### src/logic/emb_defines.svh
// Constants for the enable mode bypass logic
`ifndef EMB_DEFINES_SVH
`define EMB_DEFINES_SVH
`define EMB_VARIANT_ENERGY 1'h0
`define EMB_VARIANT_DRIVE  1'h1
`define EMB_RELEASE_RST    1'h0
`endif

### src/logic/emb_pkg.sv
// Types for the enable mode bypass logic
package emb_pkg;
  typedef enum logic [1:0] {
    EMB_MODE_NONE,
    EMB_MODE_AUTO,
    EMB_MODE_SETUP
  } emb_mode_t;

  typedef enum logic [1:0] {
    EMB_SEQ_IDLE,
    EMB_SEQ_ARMED,
    EMB_SEQ_HELD,
    EMB_SEQ_RUN
  } emb_seq_t;
endpackage : emb_pkg

### src/logic/emb_enable_mode.sv
// Enable mode bypass logic: door bypass in set-up mode via hold-to-run sequence
`timescale 1ns/1ns
`include "emb_defines.svh"

module emb_enable_mode #(
  parameter bit DRIVE_VARIANT = `EMB_VARIANT_DRIVE
) (
  input  wire logic core_clk,
  input  wire logic rstn,
  input  wire logic door_guard_input,
  input  wire logic auto_contact,
  input  wire logic setup_contact,
  input  wire logic hold_to_run_switch,
  input  wire logic inching_switch,
  output logic      safety_release_output,
  output emb_pkg::emb_mode_t mode_state
);
  import emb_pkg::*;

  emb_mode_t mode;
  emb_mode_t next_mode;
  emb_seq_t  seq;
  emb_seq_t  next_seq;
  logic      next_release;
  logic      inching_last;
  logic      jog_rise;

  // Only one clean selector position counts as a mode
  function automatic emb_mode_t decode_mode(input logic a, input logic s);
    if (a && !s) return EMB_MODE_AUTO;
    if (s && !a) return EMB_MODE_SETUP;
    return EMB_MODE_NONE;
  endfunction : decode_mode

  // A fresh jog press is a low-to-high change between two scans
  function automatic logic rising(input logic now, input logic last);
    return now && !last;
  endfunction : rising

  assign next_mode = decode_mode(auto_contact, setup_contact);
  assign jog_rise  = rising(inching_switch, inching_last);

  // One clock is one scan; this instance is one function in that scan
  always_ff @(posedge core_clk) begin
    if (!rstn) begin
      mode <= EMB_MODE_NONE;
    end else begin
      mode <= next_mode;
    end
  end

  // Reset to the open level of the contact, so a jog held closed through reset reads as a fresh jog edge in the first scan after reset
  always_ff @(posedge core_clk) begin
    if (!rstn) begin
      inching_last <= 1'h0;
    end else begin
      inching_last <= inching_switch;
    end
  end

  always_comb begin
    next_seq = seq;
    if (next_mode != EMB_MODE_SETUP || mode != EMB_MODE_SETUP) begin
      // A mode change restarts; a switch held on entry must reopen first
      next_seq = EMB_SEQ_IDLE;
    end else begin
      unique case (seq)
        EMB_SEQ_IDLE: begin
          if (!hold_to_run_switch) next_seq = EMB_SEQ_ARMED;
        end
        EMB_SEQ_ARMED: begin
          if (hold_to_run_switch) next_seq = EMB_SEQ_HELD;
        end
        EMB_SEQ_HELD: begin
          if (!hold_to_run_switch) next_seq = EMB_SEQ_ARMED;
          // A jog closed before the hold-to-run switch must reopen first
          else if (!DRIVE_VARIANT || jog_rise) next_seq = EMB_SEQ_RUN;
        end
        EMB_SEQ_RUN: begin
          if (!hold_to_run_switch) next_seq = EMB_SEQ_ARMED;
          else if (DRIVE_VARIANT && !inching_switch) next_seq = EMB_SEQ_HELD;
        end
      endcase
    end
  end

  // Sequence state steps once per scan
  always_ff @(posedge core_clk) begin
    if (!rstn) begin
      seq <= EMB_SEQ_IDLE;
    end else begin
      seq <= next_seq;
    end
  end

  // Auto waits for the registered mode, so the scan of a mode change never releases
  always_comb begin
    unique case (next_mode)
      EMB_MODE_AUTO:  next_release = (mode == EMB_MODE_AUTO) && door_guard_input;
      EMB_MODE_SETUP: next_release = (next_seq == EMB_SEQ_RUN);
      default:        next_release = 1'h0;
    endcase
  end

  always_ff @(posedge core_clk) begin
    if (!rstn) begin
      safety_release_output <= `EMB_RELEASE_RST;
    end else begin
      safety_release_output <= next_release;
    end
  end

  assign mode_state = mode;

  // Checks and covers sample once per scan, like the logic they guard
  chk_invalid_mode_off: assert property (@(posedge core_clk) disable iff (!rstn)
    (auto_contact == setup_contact) |=> !safety_release_output)
    else $error("output on with invalid mode");

  chk_auto_door_follow: assert property (@(posedge core_clk) disable iff (!rstn)
    (auto_contact && !setup_contact && door_guard_input) [*2] |=> safety_release_output)
    else $error("auto mode with door closed not enabled");

  chk_door_open_drop: assert property (@(posedge core_clk) disable iff (!rstn)
    (!setup_contact && !door_guard_input) |=> !safety_release_output)
    else $error("output on with door open outside set-up");

  chk_mode_change_drop: assert property (@(posedge core_clk) disable iff (!rstn)
    (next_mode != mode) |=> !safety_release_output)
    else $error("output on across mode change");

  chk_hold_open_drop: assert property (@(posedge core_clk) disable iff (!rstn)
    (setup_contact && !auto_contact && !hold_to_run_switch) |=> !safety_release_output)
    else $error("set-up output on with hold-to-run open");

  chk_inching_open_drop: assert property (@(posedge core_clk) disable iff (!rstn)
    (DRIVE_VARIANT && setup_contact && !auto_contact && !inching_switch)
      |=> !safety_release_output)
    else $error("drive output on with inching open");

  chk_held_on_entry: assert property (@(posedge core_clk) disable iff (!rstn)
    (mode != EMB_MODE_SETUP && next_mode == EMB_MODE_SETUP && hold_to_run_switch)
      ##1 (next_mode == EMB_MODE_SETUP && hold_to_run_switch) [*4]
      |=> !safety_release_output)
    else $error("held switch at set-up entry enabled output");

  chk_setup_release: assert property (@(posedge core_clk) disable iff (!rstn)
    (seq == EMB_SEQ_HELD && next_mode == EMB_MODE_SETUP && hold_to_run_switch
      && (jog_rise || !DRIVE_VARIANT)) |=> safety_release_output)
    else $error("valid set-up sequence did not enable output");

  chk_reset_off: assert property (@(posedge core_clk)
    !rstn |=> !safety_release_output && seq == EMB_SEQ_IDLE)
    else $error("reset did not clear output");

  chk_jog_before_hold: assert property (@(posedge core_clk) disable iff (!rstn)
    (DRIVE_VARIANT && seq == EMB_SEQ_ARMED && hold_to_run_switch && inching_switch)
      ##1 (next_mode == EMB_MODE_SETUP && hold_to_run_switch && inching_switch) [*2]
      |=> !safety_release_output)
    else $error("jog closed before hold-to-run enabled output");

  chk_idle_outside_setup: assert property (@(posedge core_clk) disable iff (!rstn)
    (mode != EMB_MODE_SETUP) |-> (seq == EMB_SEQ_IDLE))
    else $error("sequence state kept outside set-up");

  chk_release_in_run: assert property (@(posedge core_clk) disable iff (!rstn)
    (safety_release_output && mode == EMB_MODE_SETUP) |-> (seq == EMB_SEQ_RUN))
    else $error("set-up output on outside the run step");

  chk_reset_mode: assert property (@(posedge core_clk)
    !rstn |=> (mode_state == EMB_MODE_NONE))
    else $error("reset did not clear the mode");

  chk_armed_needs_open: assert property (@(posedge core_clk) disable iff (!rstn)
    (seq == EMB_SEQ_IDLE && hold_to_run_switch) |=> (seq != EMB_SEQ_ARMED))
    else $error("sequence armed while hold-to-run held");

  chk_setup_follows_run: assert property (@(posedge core_clk) disable iff (!rstn)
    (next_mode == EMB_MODE_SETUP) |=> (safety_release_output == (seq == EMB_SEQ_RUN)))
    else $error("set-up output not set by the sequence alone");

  chk_run_needs_hold: assert property (@(posedge core_clk) disable iff (!rstn)
    (seq == EMB_SEQ_RUN) |-> $past(hold_to_run_switch))
    else $error("run step without hold-to-run held");

  chk_run_needs_jog: assert property (@(posedge core_clk) disable iff (!rstn)
    (DRIVE_VARIANT && seq == EMB_SEQ_RUN) |-> $past(inching_switch))
    else $error("drive run step without jog closed");

  chk_auto_leave_drop: assert property (@(posedge core_clk) disable iff (!rstn)
    (mode == EMB_MODE_AUTO && next_mode != EMB_MODE_AUTO) |=> !safety_release_output)
    else $error("output kept after leaving auto mode");

  // Scenario covers
  cov_auto_enable: cover property (@(posedge core_clk) disable iff (!rstn)
    mode == EMB_MODE_AUTO && safety_release_output);

  cov_setup_enable: cover property (@(posedge core_clk) disable iff (!rstn)
    mode == EMB_MODE_SETUP && safety_release_output);

  cov_mode_change: cover property (@(posedge core_clk) disable iff (!rstn)
    safety_release_output ##1 (mode != $past(mode)));

  cov_invalid: cover property (@(posedge core_clk) disable iff (!rstn)
    auto_contact && setup_contact);

  cov_jog_blocked: cover property (@(posedge core_clk) disable iff (!rstn)
    DRIVE_VARIANT && seq == EMB_SEQ_HELD && inching_switch && inching_last);
endmodule : emb_enable_mode

### config.mk
export PLATFORM = sky130hd
export DESIGN_NAME = emb_enable_mode
export DESIGN_NICKNAME = d
export VERILOG_FILES = /design/src/logic/emb_pkg.sv /design/src/logic/emb_enable_mode.sv
export VERILOG_INCLUDE_DIRS = /design/src /design/src/logic
export SDC_FILE = /design/constraint.sdc
export NUM_CORES = 1
export LEC_CHECK = 0
export BUFFER_PORTS_ARGS = -buffer_cell sky130_fd_sc_hd__clkbuf_2
export CAP_MARGIN = 20
export CORE_AREA = 2 2 39 41
export CTS_CLUSTER_DIAMETER = 150
export CTS_CLUSTER_SIZE = 8
export DETAILED_ROUTE_END_ITERATION = 12
export DIE_AREA = 0 0 41 43
export SLEW_MARGIN = 10
export SYNTH_ARGS = -nofsm -noshare
export SYNTH_HDL_FRONTEND = slang
export SYNTH_SLANG_ARGS = --single-unit
### constraint.sdc
create_clock -name core_clk -period 1.1 [get_ports core_clk]
set_clock_uncertainty 0.2 [all_clocks]
set_input_delay 0.165 -clock core_clk [delete_from_list [all_inputs] [get_ports core_clk]]
set_output_delay 0.165 -clock core_clk [all_outputs]
set_load 0.05 [all_outputs]
==> reports/metrics.cfg, run 1 <==
[outcome]
outcome = finished with violations
violations = setup timing

[setup_path]
crit_type = reg -> out
crit_path_end_kind = output pin
r2r-end = safety_release_output
cp.required_ns = 0.73
rrSetupSlack_ns = -0.10
cp.arrival_ns = 0.85
crit_fanout = 2
worstSetupStartpointType = register
r2r_cells = 3
startpoint = mode_state[0]
reg2reg_from = mode_state[0]

[place]
io_buffers = 9
placedCellCount = 54
gp_congestion = 0.674

[detailed_routing]
dr.pass1.iters = 4
drc = 0
ant_nets = 0
drtIter0Drc = 4
detail_route.wl_per_cell_um = 9.25
via_count = 243
routed_wl_um = 583
viasPerCell = 3.86

[sta]
slew_headroom_pct = 87.5
rsz0062_at_grt = yes
fin_crit_ns = 1.22
fin_crit_sh_pct = 111
holdWs_ns = 0.0923
fmax_mhz = 820
worst_slew_pin_slew_ns = 0.186
setup_viol = 3
worst_slack_ns = -0.120
maxSlewViolCount = 0
hold_violations = 0

[logic_synthesis]
syn_area_per_cell_um2 = 10.2
syn_nets = 35
seq_area_frac_synth_pct = 47.1
synth_cell_types = 14
ys_seq_elements = 6
synth_area_um2 = 255
ys_warn_count = 0
synth_cells = 25

[floorplanning]
dieHeight_um = 43
rows = 14
die_x_um = 41
coreArea_mm2 = 0.00138
start_util_pct = 18.4
die-area_mm2 = 0.00176
ios = 10

[cts]
clock_tree.htree_level_count = 1
cts-root-buf = clkbuf_4
clockBufferDepth = 2
cts_tree = built
cts_made_buffers = 3
insertion_delay_ns = 0.25
path_clk_slew_ns = 0.05
cts.sinks = 6

[layout]
syn2layout_area_growth_pct = 97.1
layout_common_cells = clkbuf_2, dfxtp_1
seq_area_um2 = 128
final_common_cell = clkbuf_2
drive_above_1_share_pct = 48.9
antenna_cells = 0
stdcell_count = 63
nets = 58
multi_input_area_um2 = 139
filler_cell_count = 143

[hold_path]
min_path_type = in -> reg
min_from = inching_switch
hold_end = seq[0]
hold_depth = 4

[pwr]
peakVddDrop_mv = 0.416
power_density_mw_per_mm2 = 1050
p_leak_nw = 0.235

[run]
drv_cap = 0

[grt]
grtUsageTotal_pct = 8.83
grt_antenna_before_repair = 0
grt_max_degree = 5
grt_pass1_vias = 227
overflow = 0
grt_pass1_wl_um = 910

-- cells in the mapped netlist --
| cell type | n | share of area [%] |
|---|---|---|
| a21oi_1 | 1 | 2.0 |
| or2_2 | 1 | 2.5 |
| o31ai_1 | 1 | 2.9 |
| o21ai_0 | 1 | 2.0 |
| nor2b_1 | 1 | 2.5 |
| ha_1 | 3 | 15 |
| dfxtp_1 | 6 | 47 |
| nand4b_1 | 2 | 6.9 |
| nand2_1 | 1 | 1.5 |
| and2_1 | 3 | 7.4 |
| nand3b_1 | 1 | 2.9 |
| and3b_1 | 1 | 3.4 |
| nor2_1 | 1 | 1.5 |
| inv_1 | 2 | 2.9 |
-- cell type report --
class / count / share of cell area (%)
Sequential cell: 6 / 25.4
Timing Repair Buffer: 18 / 36.3
Multi-Input combinational cell: 17 / 27.6
Clock buffer: 4 / 5.22
Inverter: 2 / 1.49
Tap cell: 16 / 3.98
-- per-layer routing --
metal / global-route usage (%) / wire length, um / vias up
met3: 6.28 / 38 / 0
met5: 0 / 0 / -
li1: - / - / 129
met1: 9.94 / 282 / 105
met2: 9.38 / 261 / 9
met4: 10.0 / 0 / 0
-- stage by stage --
step	total power [mW]	worst slack (ns)	setup TNS, ns	instance area [um^2]	utilization (%)
floorplan	0.251	-0.111	-0.111	263	-
global placement	0.279	-0.147	-0.147	358	25.9
detailed placement	0.280	-0.159	-0.164	358	25.9
CTS	0.539	-0.131	-0.350	484	35.0
global route	0.564	-0.167	-0.422	503	36.3
finish	0.528	-0.120	-0.250	503	36.3
-- worst max path at each step --
stage               cells after the start               endpoint
floorplan                               3  safety_release_output
global placement                        6  safety_release_output
detailed placement                      6  safety_release_output
CTS                                     2          mode_state[0]
global route                            3  safety_release_output
finish                                  2          mode_state[0]
-- cell families after synthesis --
logic type	synth area share [%]
flops	47.1
simple gates	28.4
fa+ha+maj	14.7
compound gates	6.86
buf+inv	2.94
-- repair_timing --
| action | CTS | global route |
|---|---|---|
| pin swaps | 0 | 1 |
| gates resized for setup | 9 | 7 |
| setup buffers | 1 | 0 |
| hold buffers | 4 | 0 |
| endpoints found under the hold margin | 4 | 0 |
| endpoints found under the setup margin | 4 | 5 |
-- power by group --
part           internal (mW)  switching (mW)  total (mW)
clock network          0.138          0.0836       0.221
logic                 0.0505          0.0320      0.0825
registers              0.220         0.00334       0.224
total                  0.409           0.119       0.528
-- worst max-delay path: stages, from the launching register on --
cell and delay (ns):
dfxtp_4 0.34, buf_6 0.11, clkbuf_16 0.16
-- registers in the layout (all words and copies together) (netlist names) --
| signal | count |
|---|---|
| inching_last | 1 |
| seq | 2 |
| mode_state | 2 |
| safety_release_output | 1 |
(Power assumes the default switching activity.)
==> inputs of run 2 (changes only) <==
--- a/config.mk
+++ b/config.mk
@@ -8,11 +8,14 @@
 export LEC_CHECK = 0
 export BUFFER_PORTS_ARGS = -buffer_cell sky130_fd_sc_hd__clkbuf_2
 export CAP_MARGIN = 20
+export CELL_PAD_IN_SITES_DETAIL_PLACEMENT = 1
+export CELL_PAD_IN_SITES_GLOBAL_PLACEMENT = 1
 export CORE_AREA = 2 2 39 41
 export CTS_CLUSTER_DIAMETER = 150
 export CTS_CLUSTER_SIZE = 8
 export DETAILED_ROUTE_END_ITERATION = 12
 export DIE_AREA = 0 0 41 43
+export PLACE_DENSITY_LB_ADDON = 0.1
 export SLEW_MARGIN = 10
 export SYNTH_ARGS = -nofsm -noshare
 export SYNTH_HDL_FRONTEND = slang
==> run 2 against run 1 <==
- the flow still finishes with violations (setup timing)
- final cell count unchanged
- first-iteration DRC count is 100% lower
- setup slack got worse by 0.022 ns
- sequential power hardly changed
- global-route usage rose by 0.91 points
- clock power fell by 2%
- wire length increased by 9.9%
- utilization decreased by 1.6 points
- register-to-register slack got worse by 0.04 ns
- maximum frequency down 1.8%
- highest routed layer unchanged
==> reports/metrics.cfg, run 2 (synthesis results as in run 1) <==
[place]
dp_hpwl_um = 543
placedCellCount = 55  ; was 54
place_area_um2 = 365  ; was 358 um^2
gp_congestion = 0.609  ; was 0.674
io_buffers = 9  ; unchanged

[layout]
fin_area_um2 = 480  ; was 503 um^2
drive_above_1_share_pct = 48.9  ; unchanged
final_common_cell = clkbuf_2  ; unchanged
nets = 58  ; unchanged
filler_cell_count = 171  ; was 143
antenna_cells = 0  ; unchanged
multi_input_area_um2 = 134  ; was 139 um^2
stdcell_count = 63  ; unchanged
syn2layout_area_growth_pct = 88.2  ; was 97.1%
layout_common_cells = clkbuf_2, buf_4  ; was clkbuf_2, dfxtp_1
seq_area_um2 = 129  ; was 128 um^2

[grt]
overflow = 0  ; unchanged
grtUsageTotal_pct = 9.74  ; was 8.83%
grt_antenna_before_repair = 0  ; unchanged
grt_pass1_vias = 273  ; was 227
grt_pass1_wl_um = 1080  ; was 910 um
grt_max_degree = 6  ; was 5

[sta]
slew_headroom_pct = 84.3  ; was 87.5%
fmax_mhz = 805  ; was 820 MHz
maxSlewViolCount = 0  ; unchanged
rsz0062_at_grt = yes  ; unchanged
fin_crit_sh_pct = 113  ; was 111%
worst_slack_ns = -0.142  ; was -0.120 ns
hold_violations = 0  ; unchanged
setup_viol = 3  ; unchanged
timing.setup.tns_ns = -0.383  ; was -0.250 ns
worst_slew_pin_slew_ns = 0.233  ; was 0.186 ns
fin_crit_ns = 1.24  ; was 1.22 ns

[setup_path]
worstSetupStartpointType = register  ; unchanged
crit_path_top_delay_cell = dfxtp_4  ; unchanged
rrSetupSlack_ns = -0.14  ; was -0.10 ns
r2r_cells = 3  ; unchanged
path_buf_inv = 0  ; was 2
crit_path_end_kind = register  ; was output pin
crit_cells = 3  ; was 2
cpLargestDelayFamily = simple AND/OR/NAND/NOR gates  ; was flip-flops
cp.arrival_ns = 1.22  ; was 0.85 ns
cp.required_ns = 1.08  ; was 0.73 ns
crit_type = reg -> reg  ; was reg -> out
max_stage_delay_ns = 0.33  ; was 0.34 ns
crit_fanout = 2  ; unchanged
worstPathCellList = nand4b_1 -> o31ai_1 -> and3b_1  ; was buf_6 -> clkbuf_16

[cts]
clock_tree.htree_level_count = 1  ; unchanged
path_clk_slew_ns = 0.05  ; about the same
cts-root-buf = clkbuf_4  ; unchanged
cts_tree = built  ; unchanged
cts.sinks = 6  ; unchanged
cts_made_buffers = 3  ; unchanged
insertion_delay_ns = 0.24  ; was 0.25 ns
clockBufferDepth = 2  ; unchanged

[pwr]
clkPwrFrac_pct = 41.9  ; about the same
power_density_mw_per_mm2 = 1080  ; was 1050 mW/mm^2
comb_power_share_pct = 15.0  ; was 15.6%
seqPwrFrac_pct = 43.1  ; was 42.4%
p_leak_nw = 0.221  ; was 0.235 nW
peakVddDrop_mv = 0.445  ; was 0.416 mV
internal_power_mw = 0.402  ; was 0.409 mW
p_sw_share_pct = 22.1  ; was 22.5%
power_mw = 0.517  ; was 0.528 mW
switchingPower_mw = 0.114  ; was 0.119 mW

[run]
drv_cap = 0  ; unchanged

[detailed_routing]
viasPerCell = 3.97  ; was 3.86
routed_wl_um = 641  ; was 583 um
dr.pass1.iters = 1  ; was 4
detail_route.wl_per_cell_um = 10.2  ; was 9.25 um
via_count = 250  ; was 243
drc = 0  ; unchanged
ant_nets = 0  ; unchanged
drtIter0Drc = 0  ; was 4

[outcome]
violations = setup timing  ; unchanged
outcome = finished with violations  ; unchanged

[floorplanning]
start_util_pct = 18.4  ; unchanged
dieHeight_um = 43  ; unchanged
die-area_mm2 = 0.00176  ; unchanged
coreArea_mm2 = 0.00138  ; unchanged
die_x_um = 41  ; unchanged
rows = 14  ; unchanged
ios = 10  ; unchanged

[hold_path]
min_path_type = in -> reg  ; unchanged
hold_depth = 3  ; was 4

==> run 2: cell count changes in the layout (fill, tap and decap cells not counted), sizes merged <==
cell          before  now
buf                6    8
clkbuf            12   11
dlymetal6s4s       1    0
==> run 2: what timing repair did <==
| item | CTS | global route |
|---|---|---|
| setup buffers | 1 | 1 |
| endpoints found under the setup margin | 4 | 6 |
| resized for setup | 9 | 5 |
| hold buffers | 3 | 0 |
| pin swaps | 3 | 3 |
| hold endpoints to repair | 3 | 0 |
==> run 2: path summary, 6_finish.rpt <==
kind,startpoint,to
hold reg to reg,seq[1],seq[1]
setup reg to reg,mode_state[0],safety_release_output
setup / recovery,mode_state[0],safety_release_output
hold / removal,rstn,seq[1]
==> run 2: layout make-up <==
class	instances	share of cell area (%)
timing repair buffer	18	34.1
sequential	6	26.8
tap	16	4.17
inverter	2	1.56
multi-input combinational	17	27.9
clock buffer	4	5.47
==> run 2: per-layer routing <==
layer	GRT usage [%]	wire length, um
met1	9.65	257
met2	16.3	343
met3	3.14	39
met4	6.00	0
met5	0	0
==> run 2: power by group through the flow <==
stage                     registers (mW)  logic [mW]  clock network, mW
after floorplan                    0.238      0.0131                  0
after global placement             0.226      0.0549                  0
after detailed placement           0.227      0.0578                  0
after CTS                          0.223      0.0760              0.229
after global routing               0.223      0.0857              0.243
final                              0.223      0.0776              0.217
==> run 2: through the flow <==
step / setup slack (ns) / hold slack, ns / utilization [%]
2_1_floorplan: -0.111 / 0.0531 / -
3_3_place_gp: -0.205 / 0.172 / 26.4
3_5_place_dp: -0.231 / 0.175 / 26.4
4_1_cts: -0.166 / 0.0124 / 34.3
5_1_grt: -0.197 / 0.0222 / 34.7
6_report: -0.142 / 0.00760 / 34.7
==> run 2: tightest hold or removal path, delay by kind of cell <==
family | cells | cell delay [ns]
AND/OR/NAND/NOR | 1 | 0.04
AO/OA/AOI/OAI | 1 | 0.08
buffers and inverters | 1 | 0.12
==> inputs of run 3 (changes only) <==
==> constraint.sdc (replaced) <==
create_clock -name core_clk -period 1.2 [get_ports core_clk]
set_clock_uncertainty 0.2 [all_clocks]
set_input_delay 0.18 -clock core_clk [delete_from_list [all_inputs] [get_ports core_clk]]
set_output_delay 0.18 -clock core_clk [all_outputs]
set_load 0.05 [all_outputs]
==> run 3 against run 2 <==
- the flow still finishes with violations (setup timing)
- non-clock buffer count fell by 3
- power fell by 12%
- clock power down 14%
- first-iteration DRC count unchanged
- final cell count is 6.3% lower
- largest cell class unchanged
==> reports/metrics.cfg, run 3 (synthesis results as in run 1) <==
[cts]
cts_made_buffers = 3  ; unchanged
path_clk_slew_ns = 0.05  ; about the same
insertion_delay_ns = 0.24  ; about the same
clock_tree.htree_level_count = 1  ; unchanged
clockBufferDepth = 2  ; unchanged
cts.sinks = 6  ; unchanged
cts_setup_buffers = 0  ; was 1
cts-root-buf = clkbuf_4  ; unchanged
cts_tree = built  ; unchanged

[layout]
seq_area_um2 = 128  ; was 129 um^2
final_common_cell = clkbuf_2  ; unchanged
drive_above_1_share_pct = 41.9  ; was 48.9%
fin_area_um2 = 438  ; was 480 um^2
stdcell_count = 59  ; was 63
nets = 55  ; was 58
antenna_cells = 0  ; unchanged
syn2layout_area_growth_pct = 71.6  ; was 88.2%
layout_common_cells = clkbuf_2, clkbuf_4, dfxtp_1  ; was clkbuf_2, buf_4
filler_cell_count = 166  ; was 171
multi_input_area_um2 = 128  ; was 134 um^2
finish.utilization_pct = 31.6  ; was 34.7%

[pwr]
clkPwrFrac_pct = 41.1  ; was 41.9%
switchingPower_mw = 0.104  ; was 0.114 mW
internal_power_mw = 0.350  ; was 0.402 mW
seqPwrFrac_pct = 45.2  ; was 43.1%
power_density_mw_per_mm2 = 1040  ; was 1080 mW/mm^2
power_mw = 0.454  ; was 0.517 mW
p_leak_nw = 0.200  ; was 0.221 nW
comb_power_share_pct = 13.7  ; was 15.0%
peakVddDrop_mv = 0.378  ; was 0.445 mV
p_sw_share_pct = 22.8  ; was 22.1%

[place]
io_buffers = 9  ; unchanged
pre_cts_ws_ns = -0.100  ; was -0.231 ns
placedCellCount = 53  ; was 55
dp_hpwl_um = 518  ; was 543 um
place_area_um2 = 350  ; was 365 um^2
gp_congestion = 0.550  ; was 0.609

[sta]
fmax_mhz = 814
rsz0062_at_grt = yes  ; unchanged
fin_crit_sh_pct = 102
worst_slew_pin_slew_ns = 0.187  ; was 0.233 ns
hold_violations = 0  ; unchanged
setup_viol = 2  ; was 3
holdWs_ns = 0.00866  ; was 0.00760 ns
timing.setup.tns_ns = -0.0546  ; was -0.383 ns
fin_crit_ns = 1.23
maxSlewViolCount = 0  ; unchanged
worst_slack_ns = -0.0289  ; was -0.142 ns
slew_headroom_pct = 87.4  ; was 84.3%

[grt]
overflow = 0  ; unchanged
grtUsageTotal_pct = 10.4  ; was 9.74%
grt_max_degree = 6  ; unchanged
grt_pass1_vias = 269  ; was 273
grt_antenna_before_repair = 0  ; unchanged
grt_pass1_wl_um = 1120  ; was 1080 um

[setup_path]
crit_type = reg -> out  ; was reg -> reg
worstSetupStartpointType = register  ; unchanged
rrSetupSlack_ns = -0.03  ; was -0.14 ns
crit_fanout = 3  ; was 2
crit_path_end_kind = output pin  ; was register
cp.arrival_ns = 0.85  ; was 1.22 ns
cp.required_ns = 0.82  ; was 1.08 ns

[floorplanning]
start_util_pct = 18.4  ; unchanged
ios = 10  ; unchanged
coreArea_mm2 = 0.00138  ; unchanged
dieHeight_um = 43  ; unchanged
die_x_um = 41  ; unchanged
rows = 14  ; unchanged
die-area_mm2 = 0.00176  ; unchanged

[detailed_routing]
dr.pass1.iters = 1  ; unchanged
viasPerCell = 4.15  ; was 3.97
routed_wl_um = 639  ; was 641 um
ant_nets = 0  ; unchanged
via_count = 245  ; was 250
drtIter0Drc = 0  ; unchanged
detail_route.wl_per_cell_um = 10.8  ; was 10.2 um
drc = 0  ; unchanged

[outcome]
violations = setup timing  ; unchanged
outcome = finished with violations  ; unchanged

[run]
drv_cap = 0  ; unchanged

[hold_path]
min_path_type = in -> reg  ; unchanged

==> run 3: power by group through the flow <==
| stage | Clock, mW | Combinational (mW) | Sequential (mW) |
|---|---|---|---|
| after floorplan | 0 | 0.0120 | 0.218 |
| after global placement | 0 | 0.0458 | 0.208 |
| after detailed placement | 0 | 0.0476 | 0.208 |
| after CTS | 0.201 | 0.0609 | 0.205 |
| after global routing | 0.224 | 0.0681 | 0.205 |
| final | 0.187 | 0.0621 | 0.205 |
==> run 3: timing repair <==
item                                    CTS  global route
resized for setup                         7             0
hold buffers                              2             1
pin swaps                                 0             1
endpoints found under the setup margin    4             2
hold endpoints to repair                  2             1
==> run 3: critical path, cell delays in order (launching register included) <==
cell and delay [ns]:
dfxtp_4 0.33, buf_6 0.11, clkbuf_16 0.16
==> run 3: layout make-up <==
class / count / share of cell area (%)
inverter: 2 / 1.71
multi-input combinational: 17 / 29.1
timing repair buffer: 15 / 30.3
sequential: 6 / 29.1
tap: 16 / 4.57
clock buffer: 3 / 5.14
==> run 3: path summary, 6_finish.rpt <==
check,from,endpoint,depth (start not counted)
worst max-delay path,mode_state[0],mode_state[0],2
worst min-delay path,rstn,inching_last,2
worst max register to register,mode_state[0],safety_release_output,3
worst min register to register,seq[1],seq[1],2
==> run 3: layer usage <==
metal  global-route usage, %  routed length [um]
met2                    15.0                 320
met4                    4.00                   0
met1                    9.97                 246
met3                    9.95                  72
met5                       0                   0
